**src/med_pkg.sv**
```systemverilog
// package of register offsets, fields, reset values and timing for the motion event block
// assumes a host register port (address, write strobe, read strobe) from the serial interface
// Operation
// - x above and below flags report events
// - event source register ignores host writes
// - source read clears register and interrupt when latched
// - seven-bit threshold resets to two
// - threshold msb selects counter reset or decrement
// - fast rate step is 2.5 ms
// - slow rate step is 10 ms
// - latched confirmed event freezes the counter
// - latch enable holds source until read
// - combine select chooses or versus and
package med_pkg;
  // ==========================================
  // register map
  localparam logic [7:0] MED_CFG_OFS  = 8'h30;
  localparam logic [7:0] MED_SRC_OFS  = 8'h31;
  localparam logic [7:0] MED_THS_OFS  = 8'h32;
  localparam logic [7:0] MED_DUR_OFS  = 8'h33;
  localparam logic [7:0] MED_CFG_RST  = 8'h00;
  localparam logic [7:0] MED_THS_RST  = 8'h02;
  localparam logic [7:0] MED_DUR_RST  = 8'h00;
  localparam int         MED_COUNTER_DECREMENT_SELECT_BIT = 7;
  localparam int         MED_COMB_BIT = 7;
  localparam int         MED_LIR_BIT  = 6;
  localparam int         MED_IA_BIT   = 6;
  // ==========================================
  // timing, sample periods in microseconds
  localparam int MED_CLK_MHZ       = 250;
  localparam int MED_FAST_STEP_US  = 2500;
  localparam int MED_SLOW_STEP_US  = 10000;
  localparam int MED_FAST_CYC      = MED_FAST_STEP_US * MED_CLK_MHZ;
  localparam int MED_SLOW_CYC      = MED_SLOW_STEP_US * MED_CLK_MHZ;
  // ==========================================
  // types
  typedef struct packed {
    logic       wr;
    logic       rd;
    logic [7:0] addr;
    logic [7:0] wdata;
  } med_bus_t;
  typedef enum logic [0:0] {MED_IDLE, MED_FIRED} med_state_t;
endpackage

```
**src/med_tick.sv**
```systemverilog
// sample tick generator: one pulse per output data sample
// assumes rate select is stable while counting
module med_tick #(
  parameter int FAST_CYC = med_pkg::MED_FAST_CYC,
  parameter int SLOW_CYC = med_pkg::MED_SLOW_CYC
) (
  input  wire logic sys_clk_in,
  input  wire logic rst_in,
  input  wire logic ce_in,
  input  wire logic fast_in,
  output logic      tick_out
);
  logic [31:0] cnt_q;
  wire  [31:0] lim = fast_in ? 32'(FAST_CYC - 1) : 32'(SLOW_CYC - 1);
  wire         wrap = (cnt_q >= lim);
  // ==========================================
  // fast or slow step count, limit picked by fast_in
  always_ff @(posedge sys_clk_in)
  begin
    if (rst_in)
    begin
      cnt_q    <= 32'h0000_0000;
      tick_out <= 1'b0;
    end
    else if (ce_in)
    begin
      cnt_q    <= wrap ? 32'h0000_0000 : cnt_q + 32'h0000_0001;
      tick_out <= wrap;
    end
  end
endmodule

```
**src/med_top.sv**
```systemverilog
// motion event duration logic: config, source, threshold and duration registers
// assumes per-axis comparator results arrive synchronous and valid at each sample
module med_top #(
  parameter int FAST_CYC = med_pkg::MED_FAST_CYC,
  parameter int SLOW_CYC = med_pkg::MED_SLOW_CYC
) (
  input  wire logic             sys_clk_in,
  input  wire logic             rst_in,
  input  wire logic             ce_in,
  input  wire med_pkg::med_bus_t bus_in,
  input  wire logic             fast_rate_in,
  input  wire logic [5:0]       axis_event_in,
  output logic      [7:0]       rdata_out,
  output logic      [6:0]       threshold_value_out,
  output logic                  motion_interrupt_out
);
  // ==========================================
  // storage and next values
  logic [7:0]          cfg_q;
  logic [7:0]          cfg_d;
  logic [7:0]          ths_q;
  logic [7:0]          ths_d;
  logic [7:0]          dur_q;
  logic [7:0]          dur_d;
  logic [6:0]          src_q;
  logic [6:0]          src_d;
  logic [7:0]          cnt_q;
  logic [7:0]          cnt_d;
  logic [7:0]          rdata_d;
  logic                irq_d;
  logic                tick;
  med_pkg::med_state_t state_q;
  med_pkg::med_state_t state_d;

  // ==========================================
  // address match, shared by write and read decode
  function automatic logic addr_is(
    input logic [7:0] addr,
    input logic [7:0] ofs
  );
    addr_is = (addr == ofs);
  endfunction

  // ==========================================
  // address decode
  wire sel_cfg = addr_is(bus_in.addr, med_pkg::MED_CFG_OFS);
  wire sel_src = addr_is(bus_in.addr, med_pkg::MED_SRC_OFS);
  wire sel_ths = addr_is(bus_in.addr, med_pkg::MED_THS_OFS);
  wire sel_dur = addr_is(bus_in.addr, med_pkg::MED_DUR_OFS);
  wire wr_cfg  = bus_in.wr && sel_cfg;
  wire wr_ths  = bus_in.wr && sel_ths;
  wire wr_dur  = bus_in.wr && sel_dur;
  wire rd_src  = bus_in.rd && sel_src;

  // ==========================================
  // configuration fields
  wire       latch_request_enable     = cfg_q[med_pkg::MED_LIR_BIT];
  wire       event_combine_select     = cfg_q[med_pkg::MED_COMB_BIT];
  wire       counter_decrement_select = ths_q[med_pkg::MED_COUNTER_DECREMENT_SELECT_BIT];
  wire [5:0] enables                  = cfg_q[5:0];
  wire [5:0] hits                     = axis_event_in & enables;

  // ==========================================
  // event combination
  wire       any_enabled = (enables != 6'h00);
  wire       or_cond     = (hits != 6'h00);
  wire       and_cond    = ((axis_event_in | ~enables) == 6'h3f);
  wire       cond        = any_enabled && (event_combine_select ? and_cond : or_cond);
  wire       at_limit    = (cnt_q >= dur_q);
  wire       confirmed   = cond && at_limit;
  wire       frozen      = latch_request_enable && (state_q == med_pkg::MED_FIRED);
  // latched read, or leaving latch mode, releases
  wire       release_src = rd_src || !latch_request_enable;

  // ==========================================
  // counter steps
  wire       step     = ce_in && tick && !frozen;
  wire       at_zero  = (cnt_q == 8'h00);
  wire [7:0] cnt_up   = at_limit ? dur_q : cnt_q + 8'h01;
  wire [7:0] cnt_down = at_zero ? 8'h00 : cnt_q - 8'h01;

  // ==========================================
  // read data select
  assign rdata_d = sel_cfg ? cfg_q :
                   sel_src ? {1'b0, src_q} :
                   sel_ths ? ths_q :
                   sel_dur ? dur_q : 8'h00;

  // ==========================================
  // register next values
  assign cfg_d = wr_cfg ? bus_in.wdata : cfg_q;
  assign ths_d = wr_ths ? bus_in.wdata : ths_q;
  assign dur_d = wr_dur ? bus_in.wdata : dur_q;

  // ==========================================
  // sample tick
  // rate picks the tick period
  med_tick #(
    .FAST_CYC (FAST_CYC),
    .SLOW_CYC (SLOW_CYC)
  ) u_tick (
    .sys_clk_in (sys_clk_in),
    .rst_in     (rst_in),
    .ce_in      (ce_in),
    .fast_in    (fast_rate_in),
    .tick_out   (tick)
  );

  // ==========================================
  // duration counter next value
  // step and saturate
  always_comb
  begin
    cnt_d = cnt_q;
    if (step)
    begin
      if (cond)
        cnt_d = cnt_up;
      else if (counter_decrement_select)
        cnt_d = cnt_down;
      else
        cnt_d = 8'h00;
    end
  end

  // ==========================================
  // source and interrupt next values
  always_comb
  begin
    state_d = state_q;
    src_d   = src_q;
    irq_d   = motion_interrupt_out;
    case (state_q)
      med_pkg::MED_IDLE:
      begin
        src_d = {confirmed, hits};
        irq_d = confirmed;
        if (confirmed && latch_request_enable)
          state_d = med_pkg::MED_FIRED;
      end
      med_pkg::MED_FIRED:
      begin
        if (release_src)
        begin
          src_d   = 7'h00;
          irq_d   = 1'b0;
          state_d = med_pkg::MED_IDLE;
        end
      end
      default:
        state_d = med_pkg::MED_IDLE;
    endcase
  end

  // ==========================================
  // configuration registers
  always_ff @(posedge sys_clk_in)
  begin
    if (rst_in)
    begin
      cfg_q <= med_pkg::MED_CFG_RST;
      ths_q <= med_pkg::MED_THS_RST;
      dur_q <= med_pkg::MED_DUR_RST;
    end
    else if (ce_in)
    begin
      cfg_q <= cfg_d;
      ths_q <= ths_d;
      dur_q <= dur_d;
    end
  end

  // ==========================================
  // read data register
  always_ff @(posedge sys_clk_in)
  begin
    if (rst_in)
      rdata_out <= 8'h00;
    else if (ce_in && bus_in.rd)
      rdata_out <= rdata_d;
  end

  // ==========================================
  // duration counter register
  always_ff @(posedge sys_clk_in)
  begin
    if (rst_in)
      cnt_q <= 8'h00;
    else if (ce_in)
      cnt_q <= cnt_d;
  end

  // ==========================================
  // source, state and interrupt registers
  always_ff @(posedge sys_clk_in)
  begin
    if (rst_in)
    begin
      state_q              <= med_pkg::MED_IDLE;
      src_q                <= 7'h00;
      motion_interrupt_out <= 1'b0;
    end
    else if (ce_in)
    begin
      state_q              <= state_d;
      src_q                <= src_d;
      motion_interrupt_out <= irq_d;
    end
  end

  // ==========================================
  // threshold output
  assign threshold_value_out = ths_q[6:0];
  // source never written; no write path to src_q
endmodule

```
**config.mk**
```make
export PLATFORM = sky130hd
export DESIGN_NAME = med_top
export DESIGN_NICKNAME = d
export VERILOG_FILES = /design/src/med_pkg.sv /design/src/med_tick.sv /design/src/med_top.sv
export SDC_FILE = /design/constraint.sdc
export NUM_CORES = 1
export LEC_CHECK = 0
export BUFFER_PORTS_ARGS = -buffer_cell sky130_fd_sc_hd__buf_2
export CAP_MARGIN = 20
export CORE_UTILIZATION = 49
export DETAILED_ROUTE_END_ITERATION = 7
export GPL_TIMING_DRIVEN = 0
export HOLD_SLACK_MARGIN = 0.02
export PLACE_DENSITY = 0.68
export SETUP_SLACK_MARGIN = 0.2
export SYNTH_ARGS = -nofsm -noshare
export SYNTH_HDL_FRONTEND = slang
export SYNTH_SLANG_ARGS = --single-unit
export TNS_END_PERCENT = 20
```
**constraint.sdc**
```tcl
create_clock -name sys_clk_in -period 5.4 [get_ports sys_clk_in]
set_input_delay 0.27 -clock sys_clk_in [delete_from_list [all_inputs] [get_ports sys_clk_in]]
set_output_delay 0.27 -clock sys_clk_in [all_outputs]
set_load 0.02 [all_outputs]
```
; ---- Yosys cells after proc, flatten, opt, wreduce, memory -nomap -nowiden
; Index checks and enable logic that the tools add are counted.
[op_classes]
bitwise_logic = 4
addsub = 3
mux = 18
n_reduce_logical = 22
magnitude_cmp = 2
n_eq_ne = 6
[op_table]
columns = operator, n
row1 = 8-bit two-way mux, 8
row2 = 32-bit by 1-bit adder with 32-bit output (second input constant), 1
row3 = 8-bit by 6-bit == test with 1-bit output (second input constant), 4
row4 = 32-bit greater-or-equal comparator, 1
row5 = 32-bit two-way mux, 1
row6 = 22-bit two-way mux, 1
row7 = 7-bit case mux with 2 select lines, 1
row8 = 6-bit nonzero test, 2
row9 = 1-bit logical AND, 11
row10 = 2-bit AND reduction, 5
row11 = 8-bit by 1-bit adder with 8-bit output (second input constant), 1
row12 = 8-bit greater-or-equal comparator, 1
row13 = 8-bit zero test, 1
row14 = 8-bit by 1-bit subtractor with 8-bit output (second input constant), 1
row15 = 7-bit two-way mux, 1
row16 = 6-bit AND, 1
row17 = 6-bit == test (second input constant), 1
row18 = 6-bit NOT, 1
row19 = 6-bit OR, 1
row20 = 1-bit two-way mux, 4
row21 = 1-bit case mux with 2 select lines, 2
row22 = 1-bit zero test, 2
row23 = 2-bit by 1-bit != test with 1-bit output (second input constant), 1
row24 = 1-bit logical OR, 1
row25 = 1-bit NOT, 1
[word_totals]
out_inout_bits = 16
reg_bits = 82
word_cells = 65
in_bits = 28

; ---- Depth between registers and ports, before layout
[depth]
depth_word = 9
ltp_mapped = 10
ltp_nobuf = 8

; ---- Cells and area by module
; Synthesis repeated with hierarchy kept, for this count alone.
[unflattened]
hier_cells = 529
hier_area_um2 = 4792.1
[modules_own_cells]
columns = module, instances, seq_area_each_um2, area_per_inst_um2, cells_each
row1 = med_top, 1, 960.9, 2776.4, 314
row2 = med_tick, 1, 660.6, 2015.7, 215

; ---- Worst setup path after synthesis
; Ideal clock, no wire load.
[synth_timing]
path_kind = register -> register
start = register cnt_q[0]
end = register cnt_q[1]
setup_ns = 0.140
path_slack_ns = 3.287
stages_incl_launch_ff = 9
synth_period_minus_slack_ns = 2.113
required_time_ns = 5.260
arrival_ns = 1.973
cell_sequence = dfxtp_1 -> inv_1 -> ha_1 -> nand2b_1 -> a2111oi_0 -> o31a_2 -> mux2_2 -> nand2_1 -> a221oi_1
[synth_via]
elab_chain_len = 4
elab_cells_between_ends = 8
cone_classes = add/sub (2) / order compare (1) / mux (4) / reduce/logical (1)
[synth_rtl]
columns = item, line_no
row1 = start: declaration, med_top.sv:27  ; logic [7:0] cnt_q;
row2 = start signal: assignment, med_top.sv:190  ; cnt_q <= cnt_d;
row3 = 8-bit by 1-bit subtractor with 8-bit output or 8-bit zero test (tied branches), "med_top.sv:80, med_top.sv:78"
row4 = 8-bit two-way mux, med_top.sv:80  ; wire [7:0] cnt_down = at_zero ? 8'h00 : cnt_q - 8'h01;
row5 = 8-bit two-way mux, med_top.sv:119  ; else if (counter_decrement_select)
row6 = 8-bit two-way mux (*), med_top.sv:117  ; if (cond)
; Mark *: on every way between the ends. The rest lies on a longest branch, timed or not.
; A chain may end at the register's enable or synchronous reset.

; ---- Worst setup path in the final report
[layout_timing]
start = register cnt_q[0]
end = register cnt_q[5]
; Same word-level chain as after synthesis.

==> flow_metrics.env <==
export IMPL_diodes=0
export IMPL_min_path_type="input pin to flop"
export IMPL_yosys_area_share_adder_pct=6.94
export IMPL_crit_chain="inv_1 -> ha_1 -> nand2b_1 -> a2111oi_0 -> o31a_2 -> buf_4 -> o211ai_1 -> a311oi_1"
export IMPL_ys_top_cells_by_area="dfxtp_1 (36%), ha_1 (6.9%), nor2_1 (6.7%)"
export IMPL_synth_xor_area_share_pct=6.60
export IMPL_clkPwrFrac_pct=41.9
export IMPL_fin_skew_ns=0.0155
export IMPL_synth_top_family_by_area="simple AND/OR/NAND/NOR gates"
export IMPL_setup_tns_final_ns=0
export IMPL_synth_edf_count=0
export IMPL_grt_use_met2_pct=40.5
export IMPL_yosysTopAreaCell="dfxtp_1"
export IMPL_worstPathRequired_ns=5.67
export IMPL_finalInstanceArea_mm2=0.00508
export IMPL_vias=3981
export IMPL_drv_slew=0
export IMPL_p_switching_mw=0.307
export IMPL_first_iter_violations=189
export IMPL_worstSetupEndpointType="flop"
export IMPL_p_int_mw=0.900
export IMPL_clkTransAtPathRegs_ns=0.09
export IMPL_path_class="flop to flop"
export IMPL_critPathTopFamily="compound AO/OA/AOI/OAI gates"
export IMPL_cts_hold_buffers=0
export IMPL_cts_buffers=9
export IMPL_synth_top_area_share_pct=36.0
export IMPL_yosys_register_bits=81
export IMPL_grt_pass1_wl_um=18100
export IMPL_cp_max_fo=10
export IMPL_violations="design-rule violations"
export IMPL_vias_per_cell=5.84
export IMPL_port_buffers=42
export IMPL_cts_setup_buffers=0
export IMPL_async_reset_ff_share_pct=0
export IMPL_track_usage_pct=23.7
export IMPL_setup_viol=0
export IMPL_avgSynthCellArea_um2=8.74
export IMPL_cp_depth=8
export IMPL_row_count=34
export IMPL_p_leak_nw=2.04
export IMPL_min_period_ns=2.56
export IMPL_cts_resized=0
export IMPL_path_buf_inv=2
export IMPL_use_met3_pct=4.44
export IMPL_cts_max_path_buffers=2
export IMPL_swShare_pct=25.4
export IMPL_irDropWorstVdd_v=0.000157
export IMPL_ios=44
export IMPL_dpl_cell_area_mm2=0.00485
export IMPL_yosys_warnings=0
export IMPL_power_density_mw_per_mm2=238
export IMPL_ant_nets=0
export IMPL_dr_pass1_iters=7
export IMPL_dp_slack_ns=2.73
export IMPL_drive_above_1_share_pct=15.7
export IMPL_p_comb_share_pct=8.0
export IMPL_clk_latency_ns=0.37
export IMPL_coreArea_mm2=0.00881
export IMPL_slowest_stage="a2111oi_0"
export IMPL_gp_congestion=0.890
export IMPL_grt_busiest_layer="met2"
export IMPL_r2r_cells=8
export IMPL_finalCritPeriodShare_pct=47.4
export IMPL_drc=3
export IMPL_antenna_found_initial=0
export IMPL_syn_to_final_growth_pct=12.7
export IMPL_dieArea_mm2=0.00959
export IMPL_synthMuxAreaShare_pct=9.30
export IMPL_synth_seq_area_share_pct=36.0
export IMPL_initial_utilization_pct=51.2
export IMPL_p_seq_share_pct=50.1
export IMPL_maxCapViolCount=0
export IMPL_max_slew_worst_pin_slew_ns=0.799
export IMPL_die_y_um=97.9
export IMPL_grt_util_met1_pct=28.3
export IMPL_relSlewSlack_pct=46.3
export IMPL_worst_slack_ns=2.84
export IMPL_final_nets=622
export IMPL_clock_sinks=81
export IMPL_synthCells=516
export IMPL_status="complete, but fails checks"
export IMPL_cp_start_kind="flop"
export IMPL_grt_max_degree=16
export IMPL_synth_cell_area_mm2=0.00451
export IMPL_synth_compound_area_share_pct=12.2
export IMPL_worst_hold_slack_ns=0.160
export IMPL_htree_levels=3
export IMPL_hold_depth=3
export IMPL_fmax_mhz=391
export IMPL_total_power_mw=1.21
export IMPL_finalWirelength_um=10800
export IMPL_cts_tree="done"
export IMPL_wl_per_cell_um=15.9
export IMPL_synthesis_nets=569
export IMPL_cp_arrival_ns=2.83
export IMPL_slowest_delay_ns=0.68
export IMPL_ys_flop_type="dfxtp_1"
export IMPL_grt_pass1_vias=3862
export IMPL_gr_total_overflow=0
export IMPL_cts_root_buf="clkbuf_8"
export IMPL_synth_simple_gate_area_share_pct=23.4
export IMPL_finalHoldViolCount=0
export IMPL_rsz0062_at_grt="no"
export IMPL_fp_dieW_um=97.9
export IMPL_yosysUniqueCellTypes=57
export IMPL_dp_hpwl_um=8090
placed cells by master (no fill, tap or decap), types with 7 or more instances in the layout:
master,synthesis,routed
a22oi_1,10,10
nand3_1,19,19
nor3_1,8,8
xnor2_1,11,11
dfxtp_1,81,81
a21oi_1,22,22
mux4_2,7,7
nor2_1,81,81
buf_2,5,47
ha_1,25,25
xor2_1,23,23
mux2i_1,25,25
inv_1,22,22
o21ai_0,7,7
clkbuf_1,11,11
nand4_1,20,20
nand2_1,43,43
clkbuf_8,0,9
and3_1,9,9
buf_4,11,11
power by group through the flow:
stage / logic, mW / clock network, mW / registers, mW
floorplan: 0.0623 / 0 / 0.617
global placement: 0.0941 / 0 / 0.618
detailed placement: 0.0964 / 0 / 0.618
CTS: 0.0967 / 0.514 / 0.604
global route: 0.108 / 0.536 / 0.605
finish: 0.0969 / 0.506 / 0.604
cell usage after synthesis, drive strengths merged (9+ instances only):
cell type and number:
nand3 20, and3 9, nor3 9, nand4 20, xor2 23, dfxtp 81, a22oi 10, nand2 43
nor2 81, ha 25, inv 22, xnor2 11, mux2i 25, clkbuf 11, buf 17, a21oi 22
cell families (layout without fill, tap and decap cells):
family | count (synthesis) | count (layout)
xor gates and xnor gates | 34 | 34
buffers and inverters | 52 | 110
AOI/OAI and AO/OA | 81 | 81
muxes | 33 | 33
DFF | 81 | 81
adders and majority gates | 25 | 25
and+or+nand+nor | 210 | 210
cell type report:
cell class,instances,area (um2)
clock buffer,9,124
inverter,22,82.6
fill,808,3730
clock inverter,7,101
buffer,30,170
sequential,81,1620
tap,108,135
multi-input combinational,383,2640
timing repair buffer,42,210
flip-flops by register name, indices dropped and copies added (netlist names), 6 cells and up:
name and flops:
u_tick.cnt_q 32, dur_q 8, cfg_q 8, rdata_out 8, ths_q 8, src_q 6, cnt_q 8
through the flow:
stage | utilization [%] | instances
finish | 57.7 | 682
global route | 57.7 | 682
CTS | 57.7 | 682
detailed placement | 55.1 | 666
global placement | 55.1 | 666
floorplan | - | 516
path summary, 6_finish.rpt:
| kind | start | to | slack [ns] |
|---|---|---|---|
| setup / recovery | cnt_q[0] | cnt_q[5] | 2.84 |
| hold / removal | bus_in[3] | dur_q[3] | 0.16 |
| setup reg to reg | cnt_q[0] | cnt_q[5] | 2.84 |
| hold reg to reg | src_q[4] | src_q[4] | 0.46 |
worst min-delay path, cell delays in order:
cell,delay (ns)
buf_2,0.10
mux2i_1,0.06
nor2_1,0.07
metal layers:
layer  vias to the layer above  wire length, um  part of all wire, %
met5                         -                0                    0
met4                         0              357                  3.3
met3                        31              505                  4.7
met2                       121             5300                   49
met1                      1876             4660                   43
li1                       1953                -                    -
Note: power is estimated with default switching activity, not from simulation.
